## src/verilog/mnr_pkg.sv

```systemverilog
// Shared constants, opcode patterns and carrier types for the instruction executor
package mnr_pkg;

  // Instruction, data and PC widths
  localparam int unsigned INSTR_W = 16;
  localparam int unsigned DATA_W = 8;
  localparam int unsigned PC_W = 16;

  // Hardware return stack geometry
  localparam int unsigned STACK_DEPTH = 16;
  localparam int unsigned STACK_PTR_W = 4;

  // Opcode patterns
  localparam logic [15:0] OPC_NOP = 16'h0000;
  localparam logic [15:0] OPC_RET_INT = 16'h0005;
  localparam logic [7:0] OPC_MUL_FILE_HI = 8'h34;
  localparam logic [6:0] OPC_NEG_W_HI = 7'h16;
  localparam logic [7:0] OPC_RET_LIT_HI = 8'hB6;

  // Field positions: negate select in the instruction word, disable bit in the status register
  localparam int unsigned NEG_SEL_BIT = 8;
  localparam int unsigned GLINT_BIT = 4;

  // Reset values
  localparam logic [7:0] W_RST = 8'h00;
  localparam logic [7:0] PROD_RST = 8'h00;
  localparam logic [15:0] PC_RST = 16'h0000;
  localparam logic [7:0] LATCH_RST = 8'h00;
  localparam logic GLINT_RST = 1'b1;
  localparam logic [15:0] IR_RST = 16'h0000;

  // Constant increments and the negate overflow byte
  localparam logic [15:0] PC_STEP = 16'h0001;
  localparam logic [8:0] NEG_ONE9 = 9'h001;
  localparam logic [4:0] NEG_ONE5 = 5'h01;
  localparam logic [7:0] BYTE_MIN_NEG = 8'h80;

  // Four-phase instruction cycle, Gray coded
  typedef enum logic [1:0] {
    MNR_Q1 = 2'b00,
    MNR_Q2 = 2'b01,
    MNR_Q3 = 2'b11,
    MNR_Q4 = 2'b10
  } mnr_phase_t;

  // First cycle or the idle second cycle of a two-cycle instruction
  typedef enum logic {
    MNR_ST_RUN = 1'b0,
    MNR_ST_FLUSH = 1'b1
  } mnr_state_t;

  // Decoded operation classes
  typedef enum logic [2:0] {
    MNR_OP_NOP,
    MNR_OP_MUL,
    MNR_OP_NEG,
    MNR_OP_RET_INT,
    MNR_OP_RET_LIT,
    MNR_OP_OTHER
  } mnr_op_t;

  // Arithmetic status flags
  typedef struct packed {
    logic overflow_flag;
    logic zero;
    logic digit_carry_flag;
    logic carry;
  } mnr_flags_t;

  localparam mnr_flags_t FLAGS_RST = '{default: 1'b0};

  // Data file write port
  typedef struct packed {
    logic we;
    logic [7:0] addr;
    logic [7:0] data;
  } mnr_file_wr_t;

  localparam mnr_file_wr_t FILE_WR_RST = '{default: 1'b0};

endpackage : mnr_pkg

```

## src/verilog/mnr_exec.sv

```systemverilog
// Executor for multiply, negate, no-operation and the two return instructions
// Timing of one instruction cycle, one phase per enabled clock:
//   Q1  take the offered word, or insert a bubble when none is offered
//   Q2  read the addressed file byte into the operand register
//   Q3  clear the interrupt disable bit of an interrupt return
//   Q4  write results, step or reload the PC, pop the return stack
// The two returns then spend a whole idle cycle with no word taken, which
// gives the fetch side time to refill from the popped address.
// clk_en gates every register here and in both submodules, so a low enable
// stretches the current phase without losing or repeating any step.
// A bubble leaves W, the flags, the product pair and the PC alone, so a stalled fetch
// never skips an address.
// Limitation: the stack has no overflow trap; a seventeenth push silently
// overwrites the oldest entry.
`timescale 1ns/1ps
module mnr_exec (
  // Clock, reset and freeze
  input wire logic ref_clk,
  input wire logic rst_n,
  input wire logic clk_en,
  // Instruction feed
  input wire logic instr_valid,
  input wire logic [15:0] instr_word,
  output logic instr_ready,
  output logic instr_done,
  output logic unknown_op,
  // Data file access
  output logic [7:0] file_addr,
  input wire logic [7:0] file_rdata,
  output mnr_pkg::mnr_file_wr_t file_wr,
  // Core registers
  output logic [7:0] working_register,
  output logic [7:0] product_high_byte,
  output logic [7:0] product_low_byte,
  output mnr_pkg::mnr_flags_t alu_flags,
  output logic [7:0] cpu_status_register,
  input wire logic glint_set,
  // Program counter and its high latch
  output logic [15:0] pc,
  output logic [7:0] pc_high_latch,
  input wire logic pc_high_latch_load,
  input wire logic [7:0] pc_high_latch_wdata,
  // Return stack push from call or interrupt logic
  input wire logic stack_push,
  input wire logic [15:0] stack_push_addr,
  output logic [15:0] top_of_stack_entry,
  output logic [3:0] stack_ptr
);
  import mnr_pkg::*;

  // Sequencing
  mnr_phase_t phase;
  mnr_state_t state;
  mnr_state_t next_state;
  mnr_op_t op;
  logic [15:0] ir;
  logic ir_valid;
  logic first_cycle;
  logic is_return;
  logic do_pop;
  logic last_q4;

  // Datapath
  logic [7:0] operand;
  logic global_interrupt_disable;
  logic [15:0] product;
  logic [8:0] neg_sum;
  logic [4:0] neg_low;
  logic [7:0] neg_result;
  mnr_flags_t neg_flags;

  // Classify the latched instruction word
  function automatic mnr_op_t decode_op(input logic [15:0] w);
    mnr_op_t r;
    r = MNR_OP_OTHER;
    if (w == OPC_NOP) begin
      r = MNR_OP_NOP;
    end else if (w == OPC_RET_INT) begin
      r = MNR_OP_RET_INT;
    end else if (w[15:8] == OPC_MUL_FILE_HI) begin
      r = MNR_OP_MUL;
    end else if (w[15:9] == OPC_NEG_W_HI) begin
      r = MNR_OP_NEG;
    end else if (w[15:8] == OPC_RET_LIT_HI) begin
      r = MNR_OP_RET_LIT;
    end
    return r;
  endfunction : decode_op

  mnr_phase_gen u_phase (
    .ref_clk(ref_clk),
    .rst_n(rst_n),
    .clk_en(clk_en),
    .phase(phase)
  );

  mnr_ret_stack u_stack (
    .ref_clk(ref_clk),
    .rst_n(rst_n),
    .clk_en(clk_en),
    .push(stack_push),
    .push_addr(stack_push_addr),
    .pop(do_pop),
    .top_of_stack_entry(top_of_stack_entry),
    .stack_ptr(stack_ptr)
  );

  assign op = ir_valid ? decode_op(ir) : MNR_OP_NOP;

  // A word is taken only at Q1 of a first cycle; the idle second cycle refuses it
  assign instr_ready = clk_en && (phase == MNR_Q1) && (state == MNR_ST_RUN);

  // First cycle of a real word; the idle second cycle and bubbles are excluded
  assign first_cycle = ir_valid && (state == MNR_ST_RUN);

  // Either return instruction; both share the pop and the idle second cycle
  assign is_return = (op == MNR_OP_RET_INT) || (op == MNR_OP_RET_LIT);

  // Both return instructions pop in Q4 of their first cycle
  assign do_pop = first_cycle && (phase == MNR_Q4) && is_return;

  assign last_q4 = clk_en && (phase == MNR_Q4);

  // Unsigned 8 x 8 multiply, no flag output by construction
  assign product = 16'(working_register) * 16'(operand);

  // Two's complement: inverted value plus one; the digit carry comes from a separate low-nibble adder
  assign neg_sum = {1'b0, ~working_register} + NEG_ONE9;
  assign neg_low = {1'b0, ~working_register[3:0]} + NEG_ONE5;
  assign neg_result = neg_sum[7:0];

  // Flags of the negation; only 0x80 overflows in signed terms
  always_comb begin
    neg_flags.carry = neg_sum[8];
    neg_flags.digit_carry_flag = neg_low[4];
    neg_flags.zero = (neg_result == 8'h00);
    neg_flags.overflow_flag = (working_register == BYTE_MIN_NEG);
  end

  // Run / flush sequencing of one- and two-cycle instructions
  always_comb begin
    next_state = state;
    unique case (state)
      MNR_ST_RUN: begin
        if (ir_valid && is_return) begin
          next_state = MNR_ST_FLUSH;
        end
      end
      MNR_ST_FLUSH: begin
        next_state = MNR_ST_RUN;
      end
    endcase
  end

  always_ff @(posedge ref_clk or negedge rst_n) begin
    if (!rst_n) begin
      state <= MNR_ST_RUN;
    end else if (last_q4) begin
      state <= next_state;
    end
  end

  // Q1 decode: latch the word, or a bubble when none is offered
  always_ff @(posedge ref_clk or negedge rst_n) begin
    if (!rst_n) begin
      ir <= IR_RST;
      ir_valid <= 1'b0;
    end else if (clk_en && (phase == MNR_Q1)) begin
      if (state == MNR_ST_RUN) begin
        ir <= instr_word;
        ir_valid <= instr_valid;
      end else begin
        ir_valid <= 1'b0;
      end
    end
  end

  // Q2 read: the file address is the low byte of the word
  assign file_addr = ir[7:0];

  always_ff @(posedge ref_clk or negedge rst_n) begin
    if (!rst_n) begin
      operand <= 8'h00;
    end else if (clk_en && (phase == MNR_Q2) && ir_valid) begin
      operand <= file_rdata;
    end
  end

  // Q4 working register: negate with select 0, or the return literal
  always_ff @(posedge ref_clk or negedge rst_n) begin
    if (!rst_n) begin
      working_register <= W_RST;
    end else if (last_q4 && first_cycle) begin
      if ((op == MNR_OP_NEG) && !ir[NEG_SEL_BIT]) begin
        working_register <= neg_result;
      end else if (op == MNR_OP_RET_LIT) begin
        working_register <= ir[7:0];
      end
    end
  end

  // Q4 product pair, high byte in the upper register; multiply touches nothing else
  always_ff @(posedge ref_clk or negedge rst_n) begin
    if (!rst_n) begin
      product_high_byte <= PROD_RST;
      product_low_byte <= PROD_RST;
    end else if (last_q4 && ir_valid && (op == MNR_OP_MUL)) begin
      product_high_byte <= product[15:8];
      product_low_byte <= product[7:0];
    end
  end

  // Q4 file write: negate always writes the file; a one-cycle strobe
  always_ff @(posedge ref_clk or negedge rst_n) begin
    if (!rst_n) begin
      file_wr <= FILE_WR_RST;
    end else if (clk_en) begin
      file_wr.we <= (phase == MNR_Q4) && ir_valid && (op == MNR_OP_NEG);
      file_wr.addr <= ir[7:0];
      file_wr.data <= neg_result;
    end
  end

  // Status flags change only on negate; return literal and multiply leave them
  always_ff @(posedge ref_clk or negedge rst_n) begin
    if (!rst_n) begin
      alu_flags <= FLAGS_RST;
    end else if (last_q4 && ir_valid && (op == MNR_OP_NEG)) begin
      alu_flags <= neg_flags;
    end
  end

  // Interrupt disable: cleared at Q3 of interrupt return; a set in that cycle wins
  always_ff @(posedge ref_clk or negedge rst_n) begin
    if (!rst_n) begin
      global_interrupt_disable <= GLINT_RST;
    end else if (clk_en) begin
      if (glint_set) begin
        global_interrupt_disable <= 1'b1;
      end else if ((phase == MNR_Q3) && first_cycle && (op == MNR_OP_RET_INT)) begin
        global_interrupt_disable <= 1'b0;
      end
    end
  end

  // Only the disable bit is held here; the other status bits read as zero
  always_comb begin
    cpu_status_register = 8'h00;
    cpu_status_register[GLINT_BIT] = global_interrupt_disable;
  end

  // Program counter: popped entry on returns, otherwise step after a real word
  always_ff @(posedge ref_clk or negedge rst_n) begin
    if (!rst_n) begin
      pc <= PC_RST;
    end else if (last_q4 && ir_valid && (state == MNR_ST_RUN)) begin
      if (do_pop) begin
        pc <= top_of_stack_entry;
      end else begin
        pc <= pc + PC_STEP;
      end
    end
  end

  // High latch changes only by its own load port, never by a return
  always_ff @(posedge ref_clk or negedge rst_n) begin
    if (!rst_n) begin
      pc_high_latch <= LATCH_RST;
    end else if (clk_en && pc_high_latch_load) begin
      pc_high_latch <= pc_high_latch_wdata;
    end
  end

  // Completion strobe at the final Q4 of an instruction; a bubble completes nothing
  always_ff @(posedge ref_clk or negedge rst_n) begin
    if (!rst_n) begin
      instr_done <= 1'b0;
    end else if (clk_en) begin
      instr_done <= (phase == MNR_Q4) &&
                    ((state == MNR_ST_FLUSH) || (ir_valid && (next_state == MNR_ST_RUN)));
    end
  end

  // Unknown-op strobe beside it; the word still steps the PC so fetch never stalls
  always_ff @(posedge ref_clk or negedge rst_n) begin
    if (!rst_n) begin
      unknown_op <= 1'b0;
    end else if (clk_en) begin
      unknown_op <= (phase == MNR_Q4) && first_cycle && (op == MNR_OP_OTHER);
    end
  end

endmodule : mnr_exec

```

## src/verilog/mnr_phase_gen.sv

```systemverilog
// Four-phase instruction cycle generator
`timescale 1ns/1ps
module mnr_phase_gen (
  // Clock and reset
  input wire logic ref_clk,
  input wire logic rst_n,
  input wire logic clk_en,
  // Current phase
  output mnr_pkg::mnr_phase_t phase
);
  import mnr_pkg::*;

  // Walk Q1..Q4 once per enabled clock, Gray order so one bit flips per step
  always_ff @(posedge ref_clk or negedge rst_n) begin
    if (!rst_n) begin
      phase <= MNR_Q1;
    end else if (clk_en) begin
      unique case (phase)
        MNR_Q1: phase <= MNR_Q2;
        MNR_Q2: phase <= MNR_Q3;
        MNR_Q3: phase <= MNR_Q4;
        MNR_Q4: phase <= MNR_Q1;
      endcase
    end
  end

endmodule : mnr_phase_gen

```

## src/verilog/mnr_ret_stack.sv

```systemverilog
// Sixteen-level hardware return stack
`timescale 1ns/1ps
module mnr_ret_stack (
  // Clock and reset
  input wire logic ref_clk,
  input wire logic rst_n,
  input wire logic clk_en,
  // Push and pop requests
  input wire logic push,
  input wire logic [15:0] push_addr,
  input wire logic pop,
  // Top entry and depth
  output logic [15:0] top_of_stack_entry,
  output logic [3:0] stack_ptr
);
  import mnr_pkg::*;

  logic [15:0] mem [STACK_DEPTH];
  logic [3:0] top_idx;

  // Pointer wraps like a circular stack; no overflow or underflow trap
  assign top_idx = stack_ptr - 4'h1;
  assign top_of_stack_entry = mem[top_idx];

  // Pointer moves; push wins if both arrive together
  always_ff @(posedge ref_clk or negedge rst_n) begin
    if (!rst_n) begin
      stack_ptr <= 4'h0;
    end else if (clk_en) begin
      if (push) begin
        stack_ptr <= stack_ptr + 4'h1;
      end else if (pop) begin
        stack_ptr <= top_idx;
      end
    end
  end

  // Storage has no reset; entries are only read after being written
  always_ff @(posedge ref_clk) begin
    if (clk_en && push) begin
      mem[stack_ptr] <= push_addr;
    end
  end

endmodule : mnr_ret_stack
```

## config.mk

```make
export PLATFORM = sky130hd
export DESIGN_NAME = mnr_exec
export DESIGN_NICKNAME = d
export VERILOG_FILES = /design/src/verilog/mnr_pkg.sv /design/src/verilog/mnr_exec.sv /design/src/verilog/mnr_phase_gen.sv /design/src/verilog/mnr_ret_stack.sv
export SDC_FILE = /design/constraint.sdc
export NUM_CORES = 1
export LEC_CHECK = 0
export BUFFER_PORTS_ARGS = -buffer_cell sky130_fd_sc_hd__buf_2
export CORE_ASPECT_RATIO = 0.7
export CORE_MARGIN = 2
export CORE_UTILIZATION = 30
export DETAILED_ROUTE_END_ITERATION = 7
export MAX_ROUTING_LAYER = met4
export SETUP_SLACK_MARGIN = 0.02
export SLEW_MARGIN = 20
export SYNTH_ARGS = -nofsm -noshare
export SYNTH_HDL_FRONTEND = slang
export SYNTH_SLANG_ARGS = --single-unit
```

## constraint.sdc

```tcl
create_clock -name ref_clk -period 5.4 [get_ports ref_clk]
set_input_delay 1.08 -clock ref_clk [delete_from_list [all_inputs] [get_ports ref_clk]]
set_output_delay 1.08 -clock ref_clk [all_outputs]
set_load 0.005 [all_outputs]
```

### Yosys cells after proc, flatten, opt, wreduce, memory -nomap -nowiden

Memory sizes are Yosys's and may differ from the RTL's.
Cells that the tools add are included.

| cells by class | value |
|---|---|
| add/subtract/negate cells | 5 |
| $mul | 1 |
| equal/unequal tests | 13 |
| mux-type cells | 19 |
| bitwise logic cells | 4 |
| reductions and logical operators | 37 |

Operators with widths:

| kind | count |
|---|---|
| $logic_and 1x1->1 | 24 |
| $add 16x1->16 const B | 1 |
| $eq 16x3->1 const B | 1 |
| $eq 8x8->1 const B | 2 |
| $logic_not 16->1 | 1 |
| $mul 8x8->16 | 1 |
| $mux 16 | 1 |
| $mux 8 | 2 |
| $mux 3 | 5 |
| $add 8x1->9 const B | 1 |
| $eq 8x6->1 const B | 1 |
| $logic_not 8->1 | 1 |
| $mux 4 | 2 |
| $not 8->8 | 1 |
| $pmux 2 s4 | 1 |
| $reduce_and 2->1 | 4 |
| $eq 7x5->1 const B | 1 |
| $mux 1 | 7 |
| $eq 3x2->1 const B | 2 |
| $eq 3x3->1 const B | 2 |
| $reduce_bool 2->1 | 3 |
| $add 4x1->5 const B | 1 |
| $add 4x1->4 const B | 1 |
| $eq 2x2->1 const B | 2 |
| other kinds (9) | 11 |

| word-level totals | value |
|---|---|
| flip-flop bits (word level) | 104 |
| RAM bits | 256 |
| word-level logic and storage cells | 101 |
| memories | 1 |

Memories:

| name | depth | width | rd ports | clocked after Yosys merged registers in | write ports | RTL line | source |
|---|---|---|---|---|---|---|---|
| u_stack.mem | 16 | 16 | 1 | 0 | 1 | mnr_ret_stack.sv:18 | `logic [15:0] mem [STACK_DEPTH];` |

### Logic depth before layout (Yosys ltp)

Gate-level depths: netlist of run 1.

| logic depth | value |
|---|---|
| word-level depth | 16 |
| mapped depth | 18 |
| gate-level depth less buffers | 17 |

### Hierarchy

Synthesis of run 1 repeated with hierarchy kept, for this count alone.

| second synthesis, totals | value |
|---|---|
| cell total of the unflattened synthesis | 1357 |
| area, all modules | 17603.1 um2 |

Modules (own cells, without submodules):

| module | times used | cells each | area each (um2) | sequential area each (um2) |
|---|---|---|---|---|
| mnr_ret_stack | 1 | 665 | 10607.7 | 7787.5 |
| mnr_exec | 1 | 687 | 6916.6 | 2453.6 |
| mnr_phase_gen | 1 | 5 | 78.8 | 50.0 |

### Worst setup path before layout of run 1

OpenSTA, ideal clock, no wires.

| timing | value |
|---|---|
| path kind | register to register |
| start | register working_register[2] |
| end | register product_high_byte[7] |
| library setup time | 0.135 ns |
| data arrival time | 4.215 ns |
| path slack | 1.050 ns |
| stages on the path, launching flop included | 18 |
| buffers on the path | 1 |
| path through | dfrtp_1 > clkbuf_1 > nand2_1 > fa_1 > fa_1 > inv_1 > fa_1 > inv_1 > fa_1 > inv_1 > ha_1 > o21a_1 > o31a_1 > o41ai_1 > o21ai_0 > a21oi_1 > xnor2_1 > o21ai_0 |

| on the way | value |
|---|---|
| longest elaborated chain between the ends | 1 |

RTL lines:

| element | RTL line | source |
|---|---|---|
| from (decl) | mnr_exec.sv:32 | `output logic [7:0] working_register,` |
| from (signal assigned) | mnr_exec.sv:195 | `working_register <= neg_result;` |
| from (signal assigned) | mnr_exec.sv:197 | `working_register <= ir[7:0];` |
| $mul 8x8->16 | mnr_exec.sv:125 | `assign product = 16'(working_register) * 16'(operand);` |
| to (signal assigned) | mnr_exec.sv:208 | `product_high_byte <= product[15:8];` |
| to (decl) | mnr_exec.sv:33 | `output logic [7:0] product_high_byte,` |

No other way between the ends.
A chain may end at the register's enable or synchronous reset.

### Worst setup path in the final report of run 1

Ends and elaborated chain as after synthesis.

==> flow_summary_export.csv, run 1 <==
group,metric,value,unit
run_status,status,"completed",
placement,port_buffers,155,
cts,cts_setup_buffers,0,
global_routing,antenna_found_initial,1,
floorplan,start_util,30.46,%
routing,antenna_left,0,
cts,hold_buffers,0,
sta,post-route-min-period,4.730,ns
routing,vias,10401,
sta,rsz0062_at_grt,"no",
floorplan,core_area,55490,µm²
sta,final-max-slew-violation-count,0,
routing,drt_iter0_markers,918,
global_routing,grt_max_degree,70,
cts,cts_buffer_depth,3,
floorplan,die_x,287.7,µm
sta,setup_viol,0,
critical_path,cp-end-kind,"flip-flop",
routing,wl,43.48,mm
cts,clkSlewWorstSetupHoldPaths,0.06,ns
sta,finClkSkew,0.02163,ns
critical_path,path_cells,"nand2_1 -> fa_1 -> fa_1 -> inv_1 -> fa_1 -> inv_1 -> fa_1 -> inv_1 -> ha_1 -> o21a_1 -> o31a_1 -> o41ai_1 -> o21ai_0 -> a21oi_1 -> xnor2_1 -> o21ai_0",
critical_path,critPathBufInv,3,
critical_path,crit_type,"reg -> reg",
critical_path,start_kind,"flip-flop",
floorplan,dieArea,58280,µm²
routing,wire_per_inst,20.19,µm
sta,relSlewSlack,26.51,%
routing,vias_per_cell,4.829,
routing,first_pass_iters,5,
yosys,synth_top_area_cell,"edfxtp_1",
global_routing,grt.overflow.total,0,
yosys,synth_compound_area_share,5.686,%
yosys,ys_seq_area_share,60.89,%
cts,cts_buffers,39,
sta,period_share,87.58,%
sta,tightest_slew,1.099,ns
final_layout,synthToLayoutAreaGrowth,16.91,%
cts,clock_latency,0.57,ns
yosys,synth_cells,1226,
yosys,yosysMostFrequentCell,"edfxtp_1",
yosys,yosys_warnings,0,
worst_hold_path,hold_path_class,"reg -> reg",
critical_path,cpPeakStageDelay,0.57,ns
final_layout,final_layout_size_suffix_gt1_share,24.98,%
yosys,synthMuxAreaShare,10.56,%
cts,cts_resized,0,
run,drv_cap,0,
power_and_ir_drop,pwr_density_cell,489.7,nW/µm²
yosys,synth_top_family_by_area,"simple AND/OR/NAND/NOR gates",
cts,cts_tree,"built",
yosys,synthAdderAreaFrac,7.373,%
critical_path,cp_common_cell,"fa_1",
yosys,synthTopCellsByArea,"edfxtp_1, dfrtp_1, mux4_2, fa_1, mux2_2",
global_routing,track_usage,15.35,%
yosys,synth-edff-count,256,
power_and_ir_drop,peakVddDrop,0.2234,mV
global_routing,grt_pass1_vias,10338,
global_routing,grt_pass1_wl,65.39,mm
critical_path,cp.required,5.83,ns
final_layout,fin_cells,2154,
critical_path,crit_arrival,5.16,ns
yosys,syn_area,16900,µm²
yosys,synth_common_cells,"edfxtp_1, nand2_1, dfrtp_1",
final_layout,layout.nets,1517,
yosys,yosys_register_bits,360,
yosys,synthDistinctLibCells,65,
yosys,synth-xor-area-share,1.192,%
sta,setup_tns,0,ns
floorplan,die_h,202.6,µm
sta,fmax,211.4,MHz
routing,detail_route.drc_violations,0,
cts,htreeDepth,2,
floorplan,io_pins,163,
placement,dp_hpwl,29.86,mm
yosys,synth_flop_cell,"edfxtp_1",
cts,cts_sinks,360,
critical_path,critPathMaxFanout,12,
critical_path,slowest_stage,"dfrtp_1",
critical_path,crit_family,"adder cells",
placement,gp_congestion,0.8005,
sta,finalHoldViolCount,0,
placement,post-place-cells,2083,
yosys,yosys.area_share.simple,10.70,%
yosys,yosysTopAreaCellShare,45.48,%
yosys,syn_avg_cell_area,13.79,µm²
final_layout,num-fill-cells,5397,
yosys,synthArstFlopShare,28.89,%
floorplan,fp-row-count,72,
power_and_ir_drop,p_leak,7.696,nW
cts,cts-root-buf,"clkbuf_16",
[placed cells by master, fill, tap and decap left out, types with 6 or more instances in the layout]
cell / count
a211oi_1: 12
a21oi_1: 28
a32oi_1: 9
and2_1: 68
and3_1: 9
buf_2: 154
buf_4: 28
clkbuf_16: 39
clkinv_1: 10
clkinv_2: 6
conb_1: 7
dfrtp_1: 102
edfxtp_1: 256
fa_1: 36
ha_1: 41
inv_1: 61
mux2_2: 55
mux2i_1: 31
mux4_2: 38
nand2_1: 146
nand3_1: 36
nand4_1: 13
nor2_1: 34
nor3_1: 14
o21ai_0: 48
o22ai_1: 10
xnor2_1: 13
xor2_1: 7
[registers in the layout, summed over array words and instances (netlist names), 8 cells and up]
signal	flops
u_stack.mem	256
file_wr	17
ir	16
pc	16
operand	8
pc_high_latch	8
product_high_byte	8
product_low_byte	8
working_register	8
[metrics by stage]
| step | cell area, µm² | utilization [%] | power, mW | hold slack, ns | setup WS [ns] |
|---|---|---|---|---|---|
| 2_1_floorplan | 16920 | - | 5.768 | 0.4673 | 1.050 |
| 3_3_place_gp | 18520 | 33.38 | 7.167 | 0.4629 | 0.7678 |
| 3_5_place_dp | 18520 | 33.38 | 7.222 | 0.4703 | 0.7160 |
| 4_1_cts | 19750 | 35.59 | 9.829 | 0.4830 | 0.6280 |
| 5_1_grt | 19760 | 35.61 | 10.24 | 0.5024 | 0.4433 |
| 6_report | 19760 | 35.61 | 9.675 | 0.4796 | 0.6705 |
[report_power, final]
group	internal, mW	switching [mW]
combinational	1.44	2.11
clock	1.41	1.15
sequential	3.24	0.319
total	6.10	3.58
[worst paths after layout]
kind	from	endpoint	slack, ns	depth (start not counted)
setup / recovery	working_register[2]	product_high_byte[7]	0.67	16
hold / removal	product_low_byte[6]	product_low_byte[6]	0.48	1
setup reg to reg	working_register[2]	product_high_byte[7]	0.67	16
hold reg to reg	product_low_byte[6]	product_low_byte[6]	0.48	1
max in group asynchronous	rst_n	global_interrupt_disable	3.64	2
min in group asynchronous	rst_n	product_low_byte[7]	0.65	1
[final cells by class]
type | count | area, µm² | area share, %
repair buffers | 183 | 1001 | 5.066
flip-flops and latches | 360 | 10290 | 52.09
diodes | 1 | 2.502 | 0.01266
well taps | 740 | 925.9 | 4.686
multi-input cells | 739 | 6081 | 30.77
clock buffers | 45 | 1008 | 5.104
clock inverters | 25 | 219.0 | 1.108
inverters | 61 | 229.0 | 1.159
[worst register-to-register path, delay by kind of cell, from the launching register on]
kind                       cells  cell delay [ns]
xor gates and xnor gates       1             0.13
DFF                            1             0.57
and+or+nand+nor                1             0.14
adders and majority gates      5             2.46
AOI/OAI and AO/OA              6             1.14
buffers and inverters          3             0.16
[per-layer routing]
metal / GRT usage, % / share of wire (%)
met2: 21.66 / 43
met1: 22.60 / 49
met4: 4.053 / 2.0
met5: - / 0
met3: 2.820 / 5.7
[logic make-up after synthesis]
logic type | Yosys count
AOI/OAI and AO/OA | 148
xor gates and xnor gates | 23
adders and majority gates | 78
buffers and inverters | 133
DFF | 360
muxes | 124
other | 1
and+or+nand+nor | 359
Power figures use the tool's default switching activity.
==> run 2, diff against run 1 <==
==> constraint.sdc (replaced) <==
create_clock -name ref_clk -period 5.9 [get_ports ref_clk]
set_input_delay 1.18 -clock ref_clk [delete_from_list [all_inputs] [get_ports ref_clk]]
set_output_delay 1.18 -clock ref_clk [all_outputs]
set_load 0.005 [all_outputs]
==> run 2 against run 1 <==
  * Global-route usage grew 0.19 points
  * Critical path depth shrank 8
  * First-iteration DRC count rose by 1.6%
  * Via count is essentially flat
  * Register-to-register slack better by 0.58 ns
  * Clock skew grew 0.00080 ns
  * Hold slack worse by 0.0049 ns
  * Non-clock buffer count down 2
  * Die area unchanged
  * Sequential cell count did not move
  * Critical endpoint is now top_of_stack_entry[14]
  * Largest power group is now combinational cells
==> flow_summary_export.csv, run 2 (synthesis gave the netlist of run 1 again) <==
group,metric,value,unit
run_status,status,"completed",
routing,wire_per_inst,20.36,µm
power_and_ir_drop,peakVddDrop,0.3047,mV
critical_path,reg2reg_to,"product_high_byte[7]",
final_layout,top_regs,"u_stack.mem x256, file_wr x17",
cts,cts_setup_buffers,0,
cts,htreeDepth,2,
floorplan,core_area,55490,µm²
cts,hold_buffers,0,
final_layout,largest-register,"u_stack.mem",
final_layout,layout_common_cells,"edfxtp_1, buf_2, nand2_1",
critical_path,path_cells,"inv_1 -> ha_2 -> buf_4 -> mux4_2 -> and2_1 -> a211oi_1 -> a21oi_1 -> buf_2",
routing,vias,10408,
critical_path,critPathMaxFanout,36,
critical_path,crit_path_start,"u_stack.stack_ptr[1]",
cts,cts_buffers,39,
routing,antenna_left,0,
floorplan,die_x,287.7,µm
floorplan,fp-row-count,72,
sta,finClkSkew,0.02243,ns
placement,port_buffers,155,
critical_path,crit_type,"reg -> out",
floorplan,io_pins,163,
cts,clkSlewWorstSetupHoldPaths,0.06,ns
sta,post-route-min-period,4.883,ns
critical_path,cpPeakStageDelay,1.09,ns
worst_hold_path,hold_path_class,"reg -> reg",
critical_path,r2r_slack,1.25,ns
global_routing,grt_pass1_vias,10349,
floorplan,dieArea,58280,µm²
global_routing,grt_max_degree,61,
sta,tightest_slew,1.168,ns
critical_path,cp-end-kind,"primary output",
final_layout,largest_register_ffs,256,
global_routing,antenna_found_initial,4,
routing,wl,43.89,mm
final_layout,layout_commonest_cell,"edfxtp_1",
sta,period_share,82.76,%
global_routing,grt.overflow.total,0,
sta,final-max-slew-violation-count,0,
critical_path,crit_cells,8,
placement,dpl_cell_area,18510,µm²
cts,cts_tree,"built",
cts,clock_latency,0.55,ns
final_layout,num-fill-cells,5342,
global_routing,grt_pass1_wl,66.22,mm
critical_path,critPathBufInv,3,
global_routing,track_usage,15.54,%
routing,detail_route.drc_violations,0,
final_layout,fin_area,19810,µm²
cts,cts_sinks,360,
run,drv_cap,0,
critical_path,crit_path_end,"top_of_stack_entry[14]",
critical_path,rr_startpoint,"working_register[2]",
floorplan,start_util,30.46,%
sta,relSlewSlack,22.12,%
power_and_ir_drop,pwr_density_cell,452.6,nW/µm²
final_layout,layout.nets,1515,
placement,dp_hpwl,29.59,mm
routing,drt_iter0_markers,933,
cts,cts-root-buf,"clkbuf_16",
sta,finalHoldViolCount,0,
cts,cts_buffer_depth,3,
sta,fmax,204.8,MHz
final_layout,synthToLayoutAreaGrowth,17.20,%
power_and_ir_drop,p_leak,7.715,nW
power_and_ir_drop,p_total,8.966,mW
critical_path,crit_family,"adder cells",
sta,setup_tns,0,ns
critical_path,crit_arrival,3.70,ns
sta,rsz0062_at_grt,"no",
floorplan,die_h,202.6,µm
cts,cts_resized,0,
placement,gp_congestion,0.7890,
final_layout,final_layout_size_suffix_gt1_share,25.19,%
routing,first_pass_iters,5,
sta,setup_viol,0,
routing,vias_per_cell,4.827,
critical_path,start_kind,"flip-flop",
critical_path,slowest_stage,"ha_2",
critical_path,cp.required,4.72,ns
critical_path,reg2reg_depth,16,
[run 2: changes by cell type in the layout (fill, tap and decap cells not counted), sizes merged]
cell,previous run,this run
buf,183,181
bufinv,1,3
clkbuf,45,52
clkinv,18,13
clkinvlp,2,1
diode,1,3
inv,65,64
[run 2: cell type report]
| class | instances | area [µm²] | share of cell area, % |
|---|---|---|---|
| repair buffers | 181 | 985.9 | 4.978 |
| clock buffers | 52 | 1056 | 5.331 |
| flip-flops and latches | 360 | 10290 | 51.96 |
| multi-input cells | 739 | 6105 | 30.82 |
| diodes | 3 | 7.507 | 0.03790 |
| clock inverters | 20 | 206.4 | 1.042 |
| well taps | 740 | 925.9 | 4.674 |
| inverters | 61 | 229.0 | 1.156 |
[run 2: worst min-delay path by stage]
stage / cells past startpoint / start / end
after detailed placement: 2 / product_high_byte[3] / product_high_byte[3]
after global routing: 2 / product_high_byte[5] / product_high_byte[5]
after floorplan: 2 / alu_flags[2] / alu_flags[2]
final: 2 / product_high_byte[3] / product_high_byte[3]
after CTS: 2 / product_high_byte[3] / product_high_byte[3]
after global placement: 1 / product_low_byte[6] / product_low_byte[6]
[run 2: metrics by stage]
step           instances  utilization (%)  hold WS, ns  worst slack [ns]
3_5_place_dp        2081            33.35       0.4652             1.227
6_report            2156            35.69       0.4747             1.017
3_3_place_gp        2081            33.35       0.4610             1.261
5_1_grt             2156            35.69       0.5059            0.7955
2_1_floorplan       1232                -       0.4673             1.550
4_1_cts             2153            35.63       0.4797            0.9436
[run 2: power breakdown]
group	total (mW)	switching, mW	internal, mW	leakage [nW]
Clock	2.43	1.03	1.41	0.614
Combinational	3.27	1.95	1.32	3.51
Sequential	3.26	0.292	2.97	3.59
[run 2: routing by layer]
| metal | vias to the layer above | part of all wire [%] | GRT usage [%] |
|---|---|---|---|
| li1 | 4790 | - | - |
| met1 | 5208 | 48 | 22.95 |
| met2 | 343 | 43 | 21.62 |
| met3 | 67 | 6.5 | 2.753 |
| met4 | 0 | 2.6 | 4.793 |
| met5 | - | 0 | - |
[run 2: worst min-delay path, delay by kind of cell (launching register included)]
kind / cells / cell delay (ns)
compound gates: 1 / 0.06
simple gates: 1 / 0.05
flops: 1 / 0.34
